$ cat config.mk
export PLATFORM = sky130hd
export DESIGN_NAME = psmp_framer
export DESIGN_NICKNAME = d
export VERILOG_FILES = /design/src/psmp_pkg.sv /design/src/psmp_framer.sv
export SDC_FILE = /design/constraint.sdc
export NUM_CORES = 1
export LEC_CHECK = 0
export ABC_AREA = 1
export BUFFER_PORTS_ARGS = -buffer_cell sky130_fd_sc_hd__buf_4
export CAP_MARGIN = 10
export CORE_ASPECT_RATIO = 1.1
export CORE_MARGIN = 10
export CORE_UTILIZATION = 40
export CTS_BUF_LIST = sky130_fd_sc_hd__clkbuf_8
export DETAILED_ROUTE_END_ITERATION = 6
export PLACE_DENSITY_LB_ADDON = 0.25
export SLEW_MARGIN = 40
export SYNTH_ARGS = -nofsm -noshare
export SYNTH_HDL_FRONTEND = slang
export SYNTH_SLANG_ARGS = --single-unit
export TNS_END_PERCENT = 100
$ cat constraint.sdc
create_clock -name i_core_clk -period 4.8 [get_ports i_core_clk]
set_clock_uncertainty 0.15 [all_clocks]
set_input_delay 1.44 -clock i_core_clk [delete_from_list [all_inputs] [get_ports i_core_clk]]
set_output_delay 1.44 -clock i_core_clk [all_outputs]
set_load 0.01 [all_outputs]
$ cat src/psmp_pkg.sv
// constants and types for the publish-subscribe message framer
package psmp_pkg;
   localparam logic [4:0]  PFX_LEN     = 5'h04;
   localparam logic [4:0]  HDR_LEN     = 5'h14;
   localparam logic [4:0]  SUB_HDR_LEN = 5'h04;
   localparam logic [4:0]  OFF_VER     = 5'h04;
   localparam logic [4:0]  OFF_VENDOR  = 5'h06;
   localparam logic [4:0]  OFF_GUID    = 5'h08;
   localparam logic [31:0] PROTO_ID    = 32'h50534d50; // arbitrary marker value
   localparam logic [7:0]  VER_MAJOR   = 8'h02;
   localparam logic [7:0]  VER_MINOR   = 8'h04;
   localparam int          FLAG_E      = 0;

   typedef enum logic [2:0] {
      ST_IDLE,
      ST_PREFIX,
      ST_HDR,
      ST_SUBWAIT,
      ST_SUBHDR,
      ST_PAY
   } psmp_state_t;

   typedef struct packed {
      psmp_state_t st;
      logic [4:0]  idx;
      logic [31:0] rem;
      logic [31:0] pay_rem;
      logic [15:0] vendor;
      logic [95:0] guid;
      logic [7:0]  kind;
      logic [7:0]  flags;
      logic [15:0] len;
      logic        tx_valid;
      logic [7:0]  tx_data;
      logic        tx_last;
      logic        sub_ready;
      logic        pay_ready;
      logic        done;
      logic        err;
      logic        busy;
   } psmp_regs_t;

   localparam psmp_regs_t RESET_REGS = '0;
endpackage

$ cat src/psmp_framer.sv
// message framer that feeds a stream transport toward a remote parser
`timescale 1ns/10ps
module psmp_framer (
   input  wire logic        i_core_clk,
   input  wire logic        i_rst_n,
   input  wire logic        i_msg_start,
   input  wire logic [31:0] i_msg_len,
   input  wire logic [15:0] i_vendor_id,
   input  wire logic [95:0] i_guid_prefix,
   input  wire logic        i_sub_valid,
   input  wire logic [7:0]  i_sub_kind,
   input  wire logic [7:0]  i_sub_flags,
   input  wire logic [15:0] i_sub_len,
   input  wire logic        i_sub_last,
   output logic             o_sub_ready,
   input  wire logic        i_pay_valid,
   input  wire logic [7:0]  i_pay_data,
   output logic             o_pay_ready,
   output logic             o_tx_valid,
   output logic [7:0]       o_tx_data,
   output logic             o_tx_last,
   input  wire logic        i_tx_ready,
   output logic             o_busy,
   output logic             o_done,
   output logic             o_err
);
   psmp_pkg::psmp_regs_t s_reg;
   psmp_pkg::psmp_regs_t s_next;
   logic                 free;
   logic                 sub_fire;
   logic [31:0]          sub_span;

   // header fields go out most significant byte first
   function automatic logic [7:0] hdr_byte(input logic [4:0] i, input logic [15:0] v,
                                           input logic [95:0] g);
      logic [7:0] b;
      b = 8'h00;
      if (i < psmp_pkg::OFF_VER)
         b = 8'(psmp_pkg::PROTO_ID >> {i[1:0] ^ 2'h3, 3'b000});
      else if (i == psmp_pkg::OFF_VER)
         b = psmp_pkg::VER_MAJOR;
      else if (i < psmp_pkg::OFF_VENDOR)
         b = psmp_pkg::VER_MINOR;
      else if (i < psmp_pkg::OFF_GUID)
         b = 8'(v >> {psmp_pkg::OFF_GUID - 5'h01 - i, 3'b000});
      else
         b = 8'(g >> {psmp_pkg::HDR_LEN - 5'h01 - i, 3'b000});
      return b;
   endfunction

   function automatic logic [7:0] be_byte(input logic [31:0] w, input logic [1:0] i);
      return 8'(w >> {i ^ 2'h3, 3'b000});
   endfunction

   always_comb
   begin
      s_next   = s_reg;
      free     = !s_reg.tx_valid || i_tx_ready;
      sub_fire = i_sub_valid && s_reg.sub_ready;
      sub_span = {16'h0000, i_sub_len} + 32'(psmp_pkg::SUB_HDR_LEN);
      s_next.done = 1'b0;
      s_next.err  = 1'b0;
      if (i_tx_ready)
      begin
         s_next.tx_valid = 1'b0;
         s_next.tx_last  = 1'b0;
      end
      case (s_reg.st)
         psmp_pkg::ST_IDLE:
            if (i_msg_start)
            begin
               if (i_msg_len < 32'(psmp_pkg::HDR_LEN))
                  s_next.err = 1'b1;
               else
               begin
                  s_next.st     = psmp_pkg::ST_PREFIX;
                  s_next.idx    = 5'h00;
                  s_next.rem    = i_msg_len;
                  s_next.vendor = i_vendor_id;
                  s_next.guid   = i_guid_prefix;
               end
            end
         psmp_pkg::ST_PREFIX:
            if (free)
            begin
               // length travels ahead so the far end can find the boundary
               s_next.tx_valid = 1'b1;
               s_next.tx_data  = be_byte(s_reg.rem, s_reg.idx[1:0]);
               s_next.idx      = s_reg.idx + 5'h01;
               if (s_reg.idx == psmp_pkg::PFX_LEN - 5'h01)
               begin
                  s_next.st  = psmp_pkg::ST_HDR;
                  s_next.idx = 5'h00;
               end
            end
         psmp_pkg::ST_HDR:
            if (free)
            begin
               s_next.tx_valid = 1'b1;
               s_next.tx_data  = hdr_byte(s_reg.idx, s_reg.vendor, s_reg.guid);
               s_next.tx_last  = s_reg.rem == 32'h1;
               s_next.rem      = s_reg.rem - 32'h1;
               s_next.idx      = s_reg.idx + 5'h01;
               if (s_reg.idx == psmp_pkg::HDR_LEN - 5'h01)
                  s_next.st = psmp_pkg::ST_SUBWAIT;
            end
         psmp_pkg::ST_SUBWAIT:
            if (s_reg.rem == 32'h0)
            begin
               // completion waits for the last byte to leave the output slot
               if (free)
               begin
                  s_next.done = 1'b1;
                  s_next.st   = psmp_pkg::ST_IDLE;
               end
            end
            else if (sub_fire)
            begin
               s_next.kind  = i_sub_kind;
               s_next.flags = i_sub_flags;
               s_next.len   = i_sub_len;
               s_next.idx   = 5'h00;
               // refusing here truncates the frame: no last byte follows
               if (s_reg.rem < 32'(psmp_pkg::SUB_HDR_LEN))
                  s_next.err = 1'b1;
               else if (sub_span > s_reg.rem)
                  s_next.err = 1'b1;
               else if (i_sub_last && i_sub_len != 16'h0000 && sub_span != s_reg.rem)
                  s_next.err = 1'b1;
               else
               begin
                  s_next.st = psmp_pkg::ST_SUBHDR;
                  if (i_sub_last || i_sub_len == 16'h0000)
                     s_next.pay_rem = s_reg.rem - 32'(psmp_pkg::SUB_HDR_LEN);
                  else
                     s_next.pay_rem = {16'h0000, i_sub_len};
               end
               if (s_next.err)
                  s_next.st = psmp_pkg::ST_IDLE;
            end
         psmp_pkg::ST_SUBHDR:
            if (free)
            begin
               s_next.tx_valid = 1'b1;
               case (s_reg.idx[1:0])
                  2'h0:    s_next.tx_data = s_reg.kind;
                  2'h1:    s_next.tx_data = s_reg.flags;
                  2'h2:    s_next.tx_data = s_reg.flags[psmp_pkg::FLAG_E] ? s_reg.len[7:0] : s_reg.len[15:8];
                  default: s_next.tx_data = s_reg.flags[psmp_pkg::FLAG_E] ? s_reg.len[15:8] : s_reg.len[7:0];
               endcase
               s_next.tx_last = s_reg.rem == 32'h1;
               s_next.rem     = s_reg.rem - 32'h1;
               s_next.idx     = s_reg.idx + 5'h01;
               if (s_reg.idx == psmp_pkg::SUB_HDR_LEN - 5'h01)
                  s_next.st = (s_reg.pay_rem != 32'h0) ? psmp_pkg::ST_PAY : psmp_pkg::ST_SUBWAIT;
            end
         psmp_pkg::ST_PAY:
            if (i_pay_valid && s_reg.pay_ready)
            begin
               s_next.tx_valid = 1'b1;
               s_next.tx_data  = i_pay_data;
               s_next.tx_last  = s_reg.rem == 32'h1;
               s_next.rem      = s_reg.rem - 32'h1;
               s_next.pay_rem  = s_reg.pay_rem - 32'h1;
               if (s_reg.pay_rem == 32'h1)
                  s_next.st = psmp_pkg::ST_SUBWAIT;
            end
         default:
            s_next.st = psmp_pkg::ST_IDLE;
      endcase
      // ready from a flop costs one idle cycle per payload byte
      s_next.sub_ready = s_next.st == psmp_pkg::ST_SUBWAIT && s_next.rem != 32'h0;
      s_next.pay_ready = s_next.st == psmp_pkg::ST_PAY && !s_next.tx_valid;
      s_next.busy      = s_next.st != psmp_pkg::ST_IDLE;
   end

   always_ff @(posedge i_core_clk or negedge i_rst_n)
   begin
      if (!i_rst_n)
         s_reg <= psmp_pkg::RESET_REGS;
      else
         s_reg <= s_next;
   end

   assign o_sub_ready = s_reg.sub_ready;
   assign o_pay_ready = s_reg.pay_ready;
   assign o_tx_valid  = s_reg.tx_valid;
   assign o_tx_data   = s_reg.tx_data;
   assign o_tx_last   = s_reg.tx_last;
   assign o_busy      = s_reg.busy;
   assign o_done      = s_reg.done;
   assign o_err       = s_reg.err;
endmodule

# ---- Word-level counts from Yosys, hierarchy flattened
# Index checks and enable logic that the tools add are counted.
dict set report word_totals {
  mem_bits_rw 0
  reg_bits 231
  output_inout_bits 15
  n_memories 0
  in_bits 191
  romBits 0
  latch_bits 0
  word_cells 148
}
dict set report classes {
  add_sub_neg 7
  n_reduce_logical 26
  n_lt_le_gt_ge 6
  bitwise_logic 3
  mux 59
  div 0
  shift 4
  n_eq_ne 26
  n_mul 0
}
# cell count
set op_table {}
lappend op_table {{32-bit 2-to-1 mux} 6}
lappend op_table {{40-bit 2-to-1 mux} 4}
lappend op_table {{32-bit one-hot mux with 4 select lines} 1}
lappend op_table {{96-bit by 8-bit right shift with 8-bit output} 1}
lappend op_table {{8-bit 2-to-1 mux} 9}
lappend op_table {{32-bit by 1-bit equality test with 1-bit output (second input constant)} 2}
lappend op_table {{64-bit 2-to-1 mux} 1}
lappend op_table {{32-bit one-hot mux with 2 select lines} 1}
lappend op_table {{32-bit nonzero test} 2}
lappend op_table {{32-bit by 1-bit subtractor with 32-bit output (second input constant)} 2}
lappend op_table {{9-bit one-hot mux with 4 select lines} 1}
lappend op_table {{3-bit 2-to-1 mux} 11}
lappend op_table {{17-bit by 32-bit > comparator with 1-bit output} 1}
lappend op_table {{32-bit logical NOT} 1}
lappend op_table {{32-bit by 3-bit less-than comparator with 1-bit output (second input constant)} 1}
lappend op_table {{32-bit by 5-bit less-than comparator with 1-bit output (second input constant)} 1}
lappend op_table {{17-bit by 32-bit != test with 1-bit output} 1}
lappend op_table {{32-bit by 5-bit right shift with 8-bit output} 1}
lappend op_table {{32-bit by 3-bit subtractor with 32-bit output (second input constant)} 1}
lappend op_table {{31-bit by 5-bit right shift with 8-bit output (first input constant)} 1}
lappend op_table {{10-bit 2-to-1 mux} 3}
lappend op_table {{5-bit one-hot mux with 5 select lines} 1}
lappend op_table {{8-bit one-hot mux with 3 select lines} 1}
lappend op_table {{2-bit != test (second input constant)} 11}
lappend op_table {{38 further kinds} 66}

# ---- Logic depth before layout (Yosys ltp)
# Gate-level depths: netlist (run 1).
dict set report logic_depth {
  word_depth 15
  mapped_depth 25
  depth_no_buf 23
}

# ---- Least setup slack after synthesis (run 1)
# No wires, ideal clock.
dict set report synth_path {
  path_type {input-to-reg}
  start {in i_sub_len[3]}
  end {reg s_reg[160] in the netlist's numbering}
  stages 25
  t_required_ps 4526
  setup_time_ps 124
  n_path_buf 2
  arrival_time_ps 4076
  path_slack_ps 450
  path_cell_list {inv_1 > nor3_1 > nand2_1 > nor2_1 > inv_1 > nor2_1 > inv_1 > nor3_1 > nand4_1 > nor3_1 > xor2_1 > ha_1 > nand4_1 > inv_1 > nand4_1 > a31oi_1 > o21ai_0 > nand3b_1 > nand2_1 > nand2_2 > nand2_2 > buf_6 > buf_6 > nand2_1 > nand3_1}
}
dict set report synth_between {
  elab_chain_cells 9
  word_cells_on_any_way 18
  cone_classes {add/sub (1); order compare (1); eq/ne (3); mux (7); reduce/logical (6)}
}
# item line_no
set synth_lines {}
lappend synth_lines {{from (decl)} psmp_framer.sv:13} ;# input wire logic [15:0] i_sub_len,
lappend synth_lines {{branches (longest 9 deep; another with 17-bit by 32-bit > comparator with 1-bit output)} n/a}
lappend synth_lines {{to (signal assigned)} psmp_framer.sv:180} ;# s_reg <= psmp_pkg::RESET_REGS;
lappend synth_lines {{to (signal assigned)} psmp_framer.sv:182} ;# s_reg <= s_next;
lappend synth_lines {{to (decl)} psmp_framer.sv:27} ;# psmp_pkg::psmp_regs_t s_reg;
# Parallel ways; which one is timed is not known. The select of a mux whose other input is x is not followed.
# A chain may end at the register's enable or synchronous reset.

# ---- Final worst setup path (run 1)
dict set report layout_path {
  start {in i_sub_len[3]}
  end {reg s_reg[176] in the netlist's numbering}
}
# Same word-level chain as after synthesis.

==> summary.md, run 1 <==
| Metric | Value |
|---|---|
| Global route total overflow | 0 |
| Slowest CP cell | ha_1 |
| Worst-path cell chain | buf_4 > inv_1 > nor3_1 > nand2_1 > nor2_1 > inv_1 > nor2_1 > inv_1 > nor3_1 > nand4_1 > nor3_1 > xor2_1 > ha_1 > nand4_1 > inv_1 > nand4_1 > nor4_1 > nand3_1 > nand2_1 > nand2_2 > nand2_2 > buf_12 > nand2_1 > o21ai_1 |
| Switching share of power | 47.8% |
| Gr usage total | 24.7% |
| Placed instance area | 17,300 µm² |
| Final ANT Viol Nets | 0 |
| Startpoint Class | input port |
| Met1 Use GR | 34.2% |
| Seq/Total Area, Yosys | 37.9% |
| Non-Filler Instances | 3,006 |
| Vias in the first global route | 15.8k |
| Final Worst Setup Slack | 494 ps |
| Critical-path maximum fanout | 26 |
| Tmin final | 4310 ps |
| Critical path type | in -> reg |
| Die Y | 225 µm |
| Cell mode on critical path | inv_1 |
| CTS Buf Count | 45 |
| ANT cells | 0 |
| Clk_lat worst skew | 630 ps |
| Worst Setup End Kind | register |
| Drt drc | 0 |
| # setup viols final | 0 |
| Row Count | 74 |
| Clock sink count | 231 |
| Part of the power in registers | 32.0% |
| Mapped Cells | 2,290 |
| DRT Wirelength | 58.3 mm |
| Buffers on Ports | 205 |
| First-pass DRT Iterations | 6 |
| HP Class | reg -> reg |
| Post-route cell area | 18,300 µm² |
| WL/cell | 19.4 µm |
| Mux cell area share after synthesis | 0% |
| Max frequency | 0.232 GHz |
| Period utilization | 89.7% |
| Gate power share | 47.9% |
| Area share of fa/ha/maj cells after synthesis | 2.62% |
| # IOs | 206 |
| Post-cts hold buffer count | 0 |
| Met3 GRT Util | 5.10% |
| XOR/XNOR Fraction of Synth Area | 1.03% |
| Worst vdd ir | 0.247 mV |
| Slowest cell delay on critical path | 320 ps |
| Worst-Margin Slew | 886 ps |
| Max-slew headroom | 41.0% |
| Synth Flop Type | dfrtp_1 |
| Mapped Avg Cell Area | 6.67 µm² |
| Antenna violations before repair | 0 |
| Run status | finished clean |
| Hold Fails Final Rpt | 0 |
| Post-DP HPWL | 44.5 mm |
| Post-CTS sizing | 0 |
| Die Span X | 206 µm |
| Largest register FFs | 216 |
| Layout cell share with drive strength beyond 1 | 13.7% |
| Via density per instance | 5.39 |
| Area grow syn2layout | 20.1% |
| Clk pwr share | 20.1% |
| PwrDens | 591 nW/µm² |
| Syn Nets | 2,513 |
| Root Driver | clkbuf_8 |
| Synth Register Bits | 231 |
| Final Max Tran Viols | 0 |
| Share of synthesized registers carrying an async set or reset | 100% |
| Switching pwr | 0.00518 W |
| Leak | 9.40 nW |
| Initial Util | 40.8% |
| Max_cap viols | 0 |
| Main combinational cell family by area after synthesis | simple AND/OR/NAND/NOR gates |
| Post-place setup slack | -70.0 ps |
| Total placed cells including tap cells | 2,928 |
| RSZ-0062 raised after global routing | no |
| Number of library cell types mapped by synthesis | 47 |
| Commonest non-fill, non-tap cell in the layout | nand2_1 |
| CORE AREA | 37,400 µm² |
| Reg clk slew, reported paths | 60 ps |
| Cell Area, Synth | 15,300 µm² |
| GRT Max-Usage Layer | met2 |
| Via count | 16.2k |
| CP arrival | 4680 ps |
| Most frequent cells in the layout | 650 x nand2_1, 312 x inv_1, 259 x o21ai_0 |
| Largest net degree at the start of global routing | 142 |
| Placer congestion estimate | 1.00 |
| Synth Area in Compound Gates | 17.6% |
| NumNets Final | 2,704 |
| Post-synthesis simple-gate area fraction | 30.2% |
| Maximum clock path buffer count | 3 |
| Power Internal | 0.00566 W |
| Number of synthesized flops with an enable pin | 0 |
| CTS H-Tree Depth | 2 |
| WP data required | 5170 ps |
| DR iter-0 viols | 1,290 |
| Tot Pwr | 0.0108 W |
| Post-CTS Setup Bufs | 0 |
| Met2 usage | 37.6% |
| First-pass GRT wire length | 90.3 mm |
| Die footprint | 46,400 µm² |
| CTS tree | yes |
| Yosys warns | 0 |
[critical path, delay by kind of cell]
kind,cells,cell delay (ps)
xor gates and xnor gates,1,110
buffers and inverters,6,530
and+or+nand+nor,15,2170
AOI/OAI and AO/OA,1,70
adders and majority gates,1,320
[stage by stage]
step | setup TNS (ps) | util (%) | hold WS [ps]
floorplan | 0 | - | 287
global placement | 0 | 46.3 | 299
detailed placement | -1350 | 46.4 | 303
CTS | 0 | 49.0 | 317
global route | 0 | 49.0 | 334
finish | 0 | 49.0 | 315
[synth_stat cells (6+ instances only)]
master / number / area, µm²
buf_4: 8 / 60.1
o211ai_1: 21 / 158
nand2_1: 650 / 2440
o21ai_0: 259 / 1300
nor3_1: 26 / 130
ha_1: 32 / 400
a22oi_1: 6 / 45.0
nor4_1: 7 / 43.8
a31oi_1: 9 / 56.3
nand3_1: 135 / 676
clkbuf_1: 58 / 218
o221ai_1: 10 / 87.6
nand3b_1: 6 / 45.0
o31ai_1: 12 / 90.1
buf_1: 6 / 22.5
nor2_1: 212 / 796
inv_1: 305 / 1140
a21oi_1: 139 / 696
o21ai_1: 7 / 35.0
nand4_1: 51 / 319
dfrtp_1: 231 / 5780
buf_2: 26 / 130
xor2_1: 16 / 140
[layer usage]
| metal | wire, µm | share of wire (%) | up-vias |
|---|---|---|---|
| met1 | 26000 | 45 | 7591 |
| met3 | 4820 | 8.3 | 109 |
| met4 | 1810 | 3.1 | 0 |
| met2 | 25600 | 44 | 672 |
| li1 | - | - | 7824 |
| met5 | 0 | 0 | - |
[path summary, 6_finish.rpt]
path,start,endpoint,slack [ps],cells after the start
max,i_sub_len[3],s_reg[176]$_DFFE_PN0P_,490,24
min,s_reg[73]$_DFFE_PN0P_,s_reg[73]$_DFFE_PN0P_,320,2
max reg2reg,s_reg[193]$_DFF_PN0_,o_pay_ready$_DFF_PN0_,1110,15
min reg2reg,s_reg[73]$_DFFE_PN0P_,s_reg[73]$_DFFE_PN0P_,320,2
max in group asynchronous,i_rst_n,s_reg[32]$_DFFE_PN0P_,2920,2
min in group asynchronous,i_rst_n,s_reg[64]$_DFFE_PN0P_,610,1
[logic make-up (layout without fill, tap and decap cells)]
family / Yosys count / after routing
compound gates: 490 / 490
xor+xnor: 18 / 18
fa+ha+maj: 32 / 32
buf+inv: 413 / 635
flops: 231 / 231
simple gates: 1106 / 1106
[cell type report]
type	count	area (µm²)
inverter	310	1160
tap	494	618
sequential	231	5790
fill	3876	19100
clock inverter	17	145
multi-input combinational	1646	7870
timing repair buffer	247	1910
clock buffer	61	840
[power by group through the flow]
stage	clock, W	sequential [W]	combinational (W)
after CTS	0.00223	0.00344	0.00514
after global placement	0	0.00345	0.00506
after detailed placement	0	0.00346	0.00511
after floorplan	0	0.00313	0.00366
after global routing	0.00232	0.00356	0.00586
final	0.00218	0.00347	0.00520
(Power assumes the default switching activity.)
==> inputs of run 2 (changes only) <==
- CTS_CLUSTER_SIZE: default -> 14
- PLACE_DENSITY: default -> 0.59
- PLACE_DENSITY_LB_ADDON: 0.25 -> default
==> summary.md, run 2 (synthesis results as in run 1) <==
| Metric | Value |
|---|---|
| Critical path type | in -> reg |
| Post-CTS Setup Bufs | 0 (unchanged) |
| Sum Neg Setup Slack | 0 ps (unchanged) |
| Clock sink count | 231 (unchanged) |
| Max frequency | 0.234 GHz (+0.98%) |
| CP arrival | 4560 ps (-120 ps) |
| Worst-Margin Slew | 893 ps (+6.86 ps) |
| Die footprint | 46,400 µm² (unchanged) |
| Worst Hold End | s_reg[74]$_DFFE_PN0P_ |
| Antenna violations before repair | 0 (unchanged) |
| Final ANT Viol Nets | 0 (unchanged) |
| ANT cells | 0 (unchanged) |
| Global route total overflow | 0 (unchanged) |
| Leak | 9.37 nW (-0.28%) |
| Post-CTS sizing | 0 (unchanged) |
| Run status | finished clean |
| Worst R2R Path Depth | 17 (+2) |
| Die Span X | 206 µm (unchanged) |
| Placer congestion estimate | 0.974 (-2.6%) |
| Area grow syn2layout | 19.5% |
| Drt drc | 0 (unchanged) |
| Post-DP HPWL | 44.8 mm (+0.56%) |
| Worst hold start | s_reg[74]$_DFFE_PN0P_ |
| WL/cell | 19.5 µm (+0.51%) |
| Buffers on Ports | 205 (unchanged) |
| Hold Path Depth | 2 (unchanged) |
| Vias in the first global route | 15.8k (-0.35%) |
| Hold Fails Final Rpt | 0 (unchanged) |
| Gr usage total | 24.9% (+0.12 points) |
| RSZ-0062 raised after global routing | no |
| CTS H-Tree Depth | 2 (unchanged) |
| Startpoint Class | input port |
| Filler cells | 3,895 (+0.49%) |
| CTS Buf Count | 44 (-2.2%) |
| Via count | 16.0k (-1.0%) |
| Row Count | 74 (unchanged) |
| DRT Wirelength | 58.5 mm (+0.45%) |
| Max-slew headroom | 40.5% (-0.46 points) |
| DR iter-0 viols | 1,365 (+5.8%) |
| # setup viols final | 0 (unchanged) |
| Largest register FFs | 216 (unchanged) |
| Maximum clock path buffer count | 3 (unchanged) |
| WP data required | 5100 ps (-70 ps) |
| Worst hold margin | 313 ps (-2.18 ps) |
| CORE AREA | 37,400 µm² (unchanged) |
| Root Driver | clkbuf_8 |
| Largest net degree at the start of global routing | 109 (-23%) |
| Period utilization | 88.8% (-0.87 points) |
| Reg clk slew, reported paths | 60 ps (about the same) |
| First-pass DRT Iterations | 6 (unchanged) |
| Critical R2R Launch | s_reg[192]$_DFF_PN0_ |
| First-pass GRT wire length | 90.5 mm (+0.22%) |
| Layout cell share with drive strength beyond 1 | 13.4% (-0.35 points) |
| NumNets Final | 2,699 (-0.18%) |
| Worst Setup End Kind | register |
| Clk_lat worst skew | 610 ps (-20 ps) |
| CTS tree | yes |
| Final Max Tran Viols | 0 (unchanged) |
| PwrDens | 586 nW/µm² (-0.87%) |
| Initial Util | 40.8% (unchanged) |
| Commonest non-fill, non-tap cell in the layout | nand2_1 |
| # IOs | 206 (unchanged) |
| Tot Pwr | 0.0107 W (-1.4%) |
| Tmin final | 4260 ps (-41.9 ps) |
| Most frequent cells in the layout | 650 x nand2_1, 320 x inv_1, 259 x o21ai_0 |
| Worst vdd ir | 0.277 mV (+12%) |
| Critical-path maximum fanout | 49 (+88%) |
| Post-cts hold buffer count | 0 (unchanged) |
| Flop2flop setup slack | 1390 ps (+280 ps) |
| Via density per instance | 5.34 (-0.95%) |
| RR Endpoint | o_sub_ready$_DFF_PN0_ |
| HP Class | reg -> reg |
| Die Y | 225 µm (unchanged) |
| Max_cap viols | 0 (unchanged) |
==> run 2: cell count changes in the layout (fill, tap and decap cells not counted) <==
cell        delta
clkbuf_8       -8
buf_4          -5
bufinv_16      -1
buf_12         +1
inv_12         +1
nor4_2         +1
clkinv_2       +3
nor4_1         -1
inv_1          +8
clkinvlp_4     -1
==> run 2: final cells by class <==
type                            count  area, µm²  share of cell area, %
Timing Repair Buffer              243       1890                   10.4
Inverter                          310       1160                   6.38
Sequential cell                   231       5790                   31.7
Clock buffer                       53        729                   4.00
Clock inverter                     27        169                  0.926
Multi-Input combinational cell   1646       7880                   43.2
Tap cell                          494        618                   3.39
==> run 2: layer usage <==
layer / wire length [µm] / up-vias / GRT usage, %
met3: 5110 / 95 / 5.43
li1: - / 7819 / -
met4: 1600 / 0 / 7.77
met5: 0 / - / 0
met2: 26200 / 666 / 38.3
met1: 25600 / 7451 / 34.0
==> run 2: power breakdown <==
part	internal (W)	switching, W	leakage, nW
clock network	0.00107	0.000938	0.528
registers	0.00275	0.000710	2.80
logic	0.00167	0.00355	6.04
==> run 2: through the flow <==
step	cells	area [µm²]	util, %	worst slack [ps]
5_1_grt	3004	18200	48.8	29.3
4_1_cts	3004	18200	48.7	567
3_3_place_gp	2923	17300	46.2	86.7
3_5_place_dp	2924	17300	46.3	-28.0
6_report	3004	18200	48.8	535
2_1_floorplan	2290	15300	-	450
==> run 2: critical path: stages <==
cell and delay [ps]:
buf_4 110, inv_1 50, nor3_1 240, nand2_1 80, nor2_1 90, inv_1 60
nor2_1 80, inv_1 60, nor3_1 230, nand4_1 190, nor3_1 210, xor2_1 190
ha_1 270, nand4_1 80, inv_1 60, nand2_1 60, o211ai_1 100, o21ai_0 200
nand3b_1 140, nand2_1 100, nand2_2 80, nand2_2 90, buf_12 220, o21ai_0 120
==> run 2: worst max-delay path by stage <==
| stage | startpoint | endpoint | cells past startpoint | slack, ps |
|---|---|---|---|---|
| 2_1_floorplan | i_sub_len[3] | s_reg[160]$_DFFE_PN0P_ | 25 | 450 |
| 5_1_grt | i_sub_len[3] | s_reg[183]$_DFFE_PN0P_ | 24 | 30 |
| 3_3_place_gp | i_sub_len[3] | s_reg[183]$_DFFE_PN0P_ | 24 | 90 |
| 3_5_place_dp | i_sub_len[3] | s_reg[165]$_DFFE_PN0P_ | 24 | -30 |
| 6_report | i_sub_len[3] | s_reg[165]$_DFFE_PN0P_ | 24 | 540 |
| 4_1_cts | i_sub_len[3] | s_reg[165]$_DFFE_PN0P_ | 24 | 570 |
==> inputs of run 3 (changes only) <==
- MAX_ROUTING_LAYER: default -> met4
==> summary.md, run 3 (synthesis results as in run 1) <==
| Metric | Value |
|---|---|
| CTS H-Tree Depth | 2 (unchanged) |
| First-pass DRT Iterations | 6 (unchanged) |
| Critical-path maximum fanout | 29 (-41%) |
| Clock sink count | 231 (unchanged) |
| DRT Wirelength | 59.6 mm (+1.8%) |
| DR iter-0 viols | 1,326 (-2.9%) |
| Tmin final | 4400 ps (+131 ps) |
| Period utilization | 91.6% (+2.7 points) |
| NumNets Final | 2,700 (+0.037%) |
| Worst-Margin Slew | 847 ps (-45.4 ps) |
| WL/cell | 19.8 µm (+1.9%) |
| Hold Fails Final Rpt | 0 (unchanged) |
| Drt drc | 0 (unchanged) |
| Antenna violations before repair | 1 (+1) |
| Die Span X | 206 µm (unchanged) |
| Buffers on Ports | 205 (unchanged) |
| CORE AREA | 37,400 µm² (unchanged) |
| Via count | 16.1k (+0.47%) |
| CTS Buf Count | 43 (-2.3%) |
| # setup viols final | 0 (unchanged) |
| Worst Setup End Kind | register |
| Maximum clock path buffer count | 3 (unchanged) |
| Row Count | 74 (unchanged) |
| Via density per instance | 5.37 (+0.57%) |
| # IOs | 206 (unchanged) |
| Gr usage total | 26.1% (+1.2 points) |
| Clk_lat worst skew | 620 ps (about the same) |
| Filler cells | 3,915 (+0.51%) |
| Critical path type | in -> reg |
| Global route total overflow | 0 (unchanged) |
| Leak | 9.35 nW (-0.20%) |
| Post-CTS sizing | 0 (unchanged) |
| Final Max Tran Viols | 0 (unchanged) |
| Largest register FFs | 216 (unchanged) |
| Commonest non-fill, non-tap cell in the layout | nand2_1 |
| Max frequency | 0.227 GHz (-3.0%) |
| Startpoint Class | input port |
| First-pass GRT wire length | 92.0 mm (+1.7%) |
| WP data required | 5150 ps (+50 ps) |
| Root Driver | clkbuf_8 |
| CTS tree | yes |
| Post-cts hold buffer count | 0 (unchanged) |
| HP Class | reg -> reg |
| Die Y | 225 µm (unchanged) |
| Reg clk slew, reported paths | 60 ps (about the same) |
| PwrDens | 587 nW/µm² (+0.18%) |
| Tot Pwr | 0.0107 W (+0.30%) |
| Layout cell share with drive strength beyond 1 | 13.4% (+0.061 points) |
| Max_cap viols | 0 (unchanged) |
| Total placed cells including tap cells | 2,926 (+0.068%) |
| Max-slew headroom | 43.5% (+3.0 points) |
| Most frequent cells in the layout | 650 x nand2_1, 315 x inv_1, 259 x o21ai_0 |
| Initial Util | 40.8% (unchanged) |
| Post-DP HPWL | 45.6 mm (+1.9%) |
| Non-Filler Instances | 3,001 (-0.10%) |
| Vias in the first global route | 15.8k (+0.52%) |
| Worst vdd ir | 0.268 mV (-3.1%) |
| Final ANT Viol Nets | 0 (unchanged) |
| Placer congestion estimate | 0.996 (+2.3%) |
| Worst hold margin | 314 ps (+1.31 ps) |
| Area grow syn2layout | 19.6% |
| RSZ-0062 raised after global routing | no |
| Die footprint | 46,400 µm² (unchanged) |
| Post-CTS Setup Bufs | 0 (unchanged) |
| CP arrival | 4740 ps (+180 ps) |
| Largest net degree at the start of global routing | 84 (-23%) |
| Run status | finished clean |
## run 3: cell types whose count changed in the layout (fill, tap and decap cells not counted), sizes merged
cell      delta
inv          -7
clkbuf       +3
clkinv       -3
buf          +2
clkinvlp     +1
diode        +1
## run 3: critical path, stage by stage
cell and delay [ps]:
buf_4 110, ha_1 190, nand3_1 130, nor3_1 290
nand3_1 180, nor3_1 330, nand4_1 190, nand2_1 110
inv_1 50, ha_1 280, nand4_1 100, inv_1 80
nand4_1 100, nor4_1 290, nand3_1 190, nand2_1 130
nand2_2 90, nand2_2 140, buf_12 190, nand2_1 60
o21ai_0 80
## run 3: worst paths after layout
check / startpoint / to / slack [ps] / cells past startpoint
worst max-delay path: i_sub_len[2] / s_reg[164]$_DFFE_PN0P_ / 400 / 21
worst min-delay path: s_reg[93]$_DFFE_PN0P_ / s_reg[93]$_DFFE_PN0P_ / 310 / 2
worst max register to register: s_reg[191]$_DFF_PN0_ / o_pay_ready$_DFF_PN0_ / 1420 / 13
worst min register to register: s_reg[93]$_DFFE_PN0P_ / s_reg[93]$_DFFE_PN0P_ / 310 / 2
max in group asynchronous: i_rst_n / s_reg[182]$_DFFE_PN0P_ / 2900 / 2
min in group asynchronous: i_rst_n / s_reg[44]$_DFFE_PN0P_ / 600 / 1
## run 3: per-stage QoR
step                      area (µm²)  setup slack, ps  TNS, ps  util, %
after floorplan                15300              450        0        -
after global placement         17300              103        0     46.4
after detailed placement       17400            -92.6    -1460     46.4
after CTS                      18300              490        0     48.8
after global routing           18300              109        0     48.8
final                          18300              404        0     48.8
## run 3: where the power goes
| part | internal, W | switching (W) | total (W) |
|---|---|---|---|
| combinational | 0.00167 | 0.00356 | 0.00523 |
| sequential | 0.00275 | 0.000752 | 0.00350 |
| clock | 0.00110 | 0.000896 | 0.00199 |
| total | 0.00552 | 0.00520 | 0.0107 |
## run 3: area by class of cell
type                       count  area, µm²  share of cell area, %
multi-input combinational   1646       7880                   43.2
sequential                   231       5790                   31.7
timing repair buffer         245       1920                   10.5
inverter                     310       1160                   6.37
clock buffer                  56        771                   4.22
tap                          494        618                   3.38
clock inverter                18        119                  0.651
antenna                        1       2.50                 0.0137
## run 3: metal layers
layer / wire [µm] / share of wire [%] / track usage [%]
met3: 4450 / 7.5 / 4.21
met2: 26900 / 45 / 39.9
met1: 26900 / 45 / 35.4
met4: 1380 / 2.3 / 6.50
met5: 0 / 0 / -
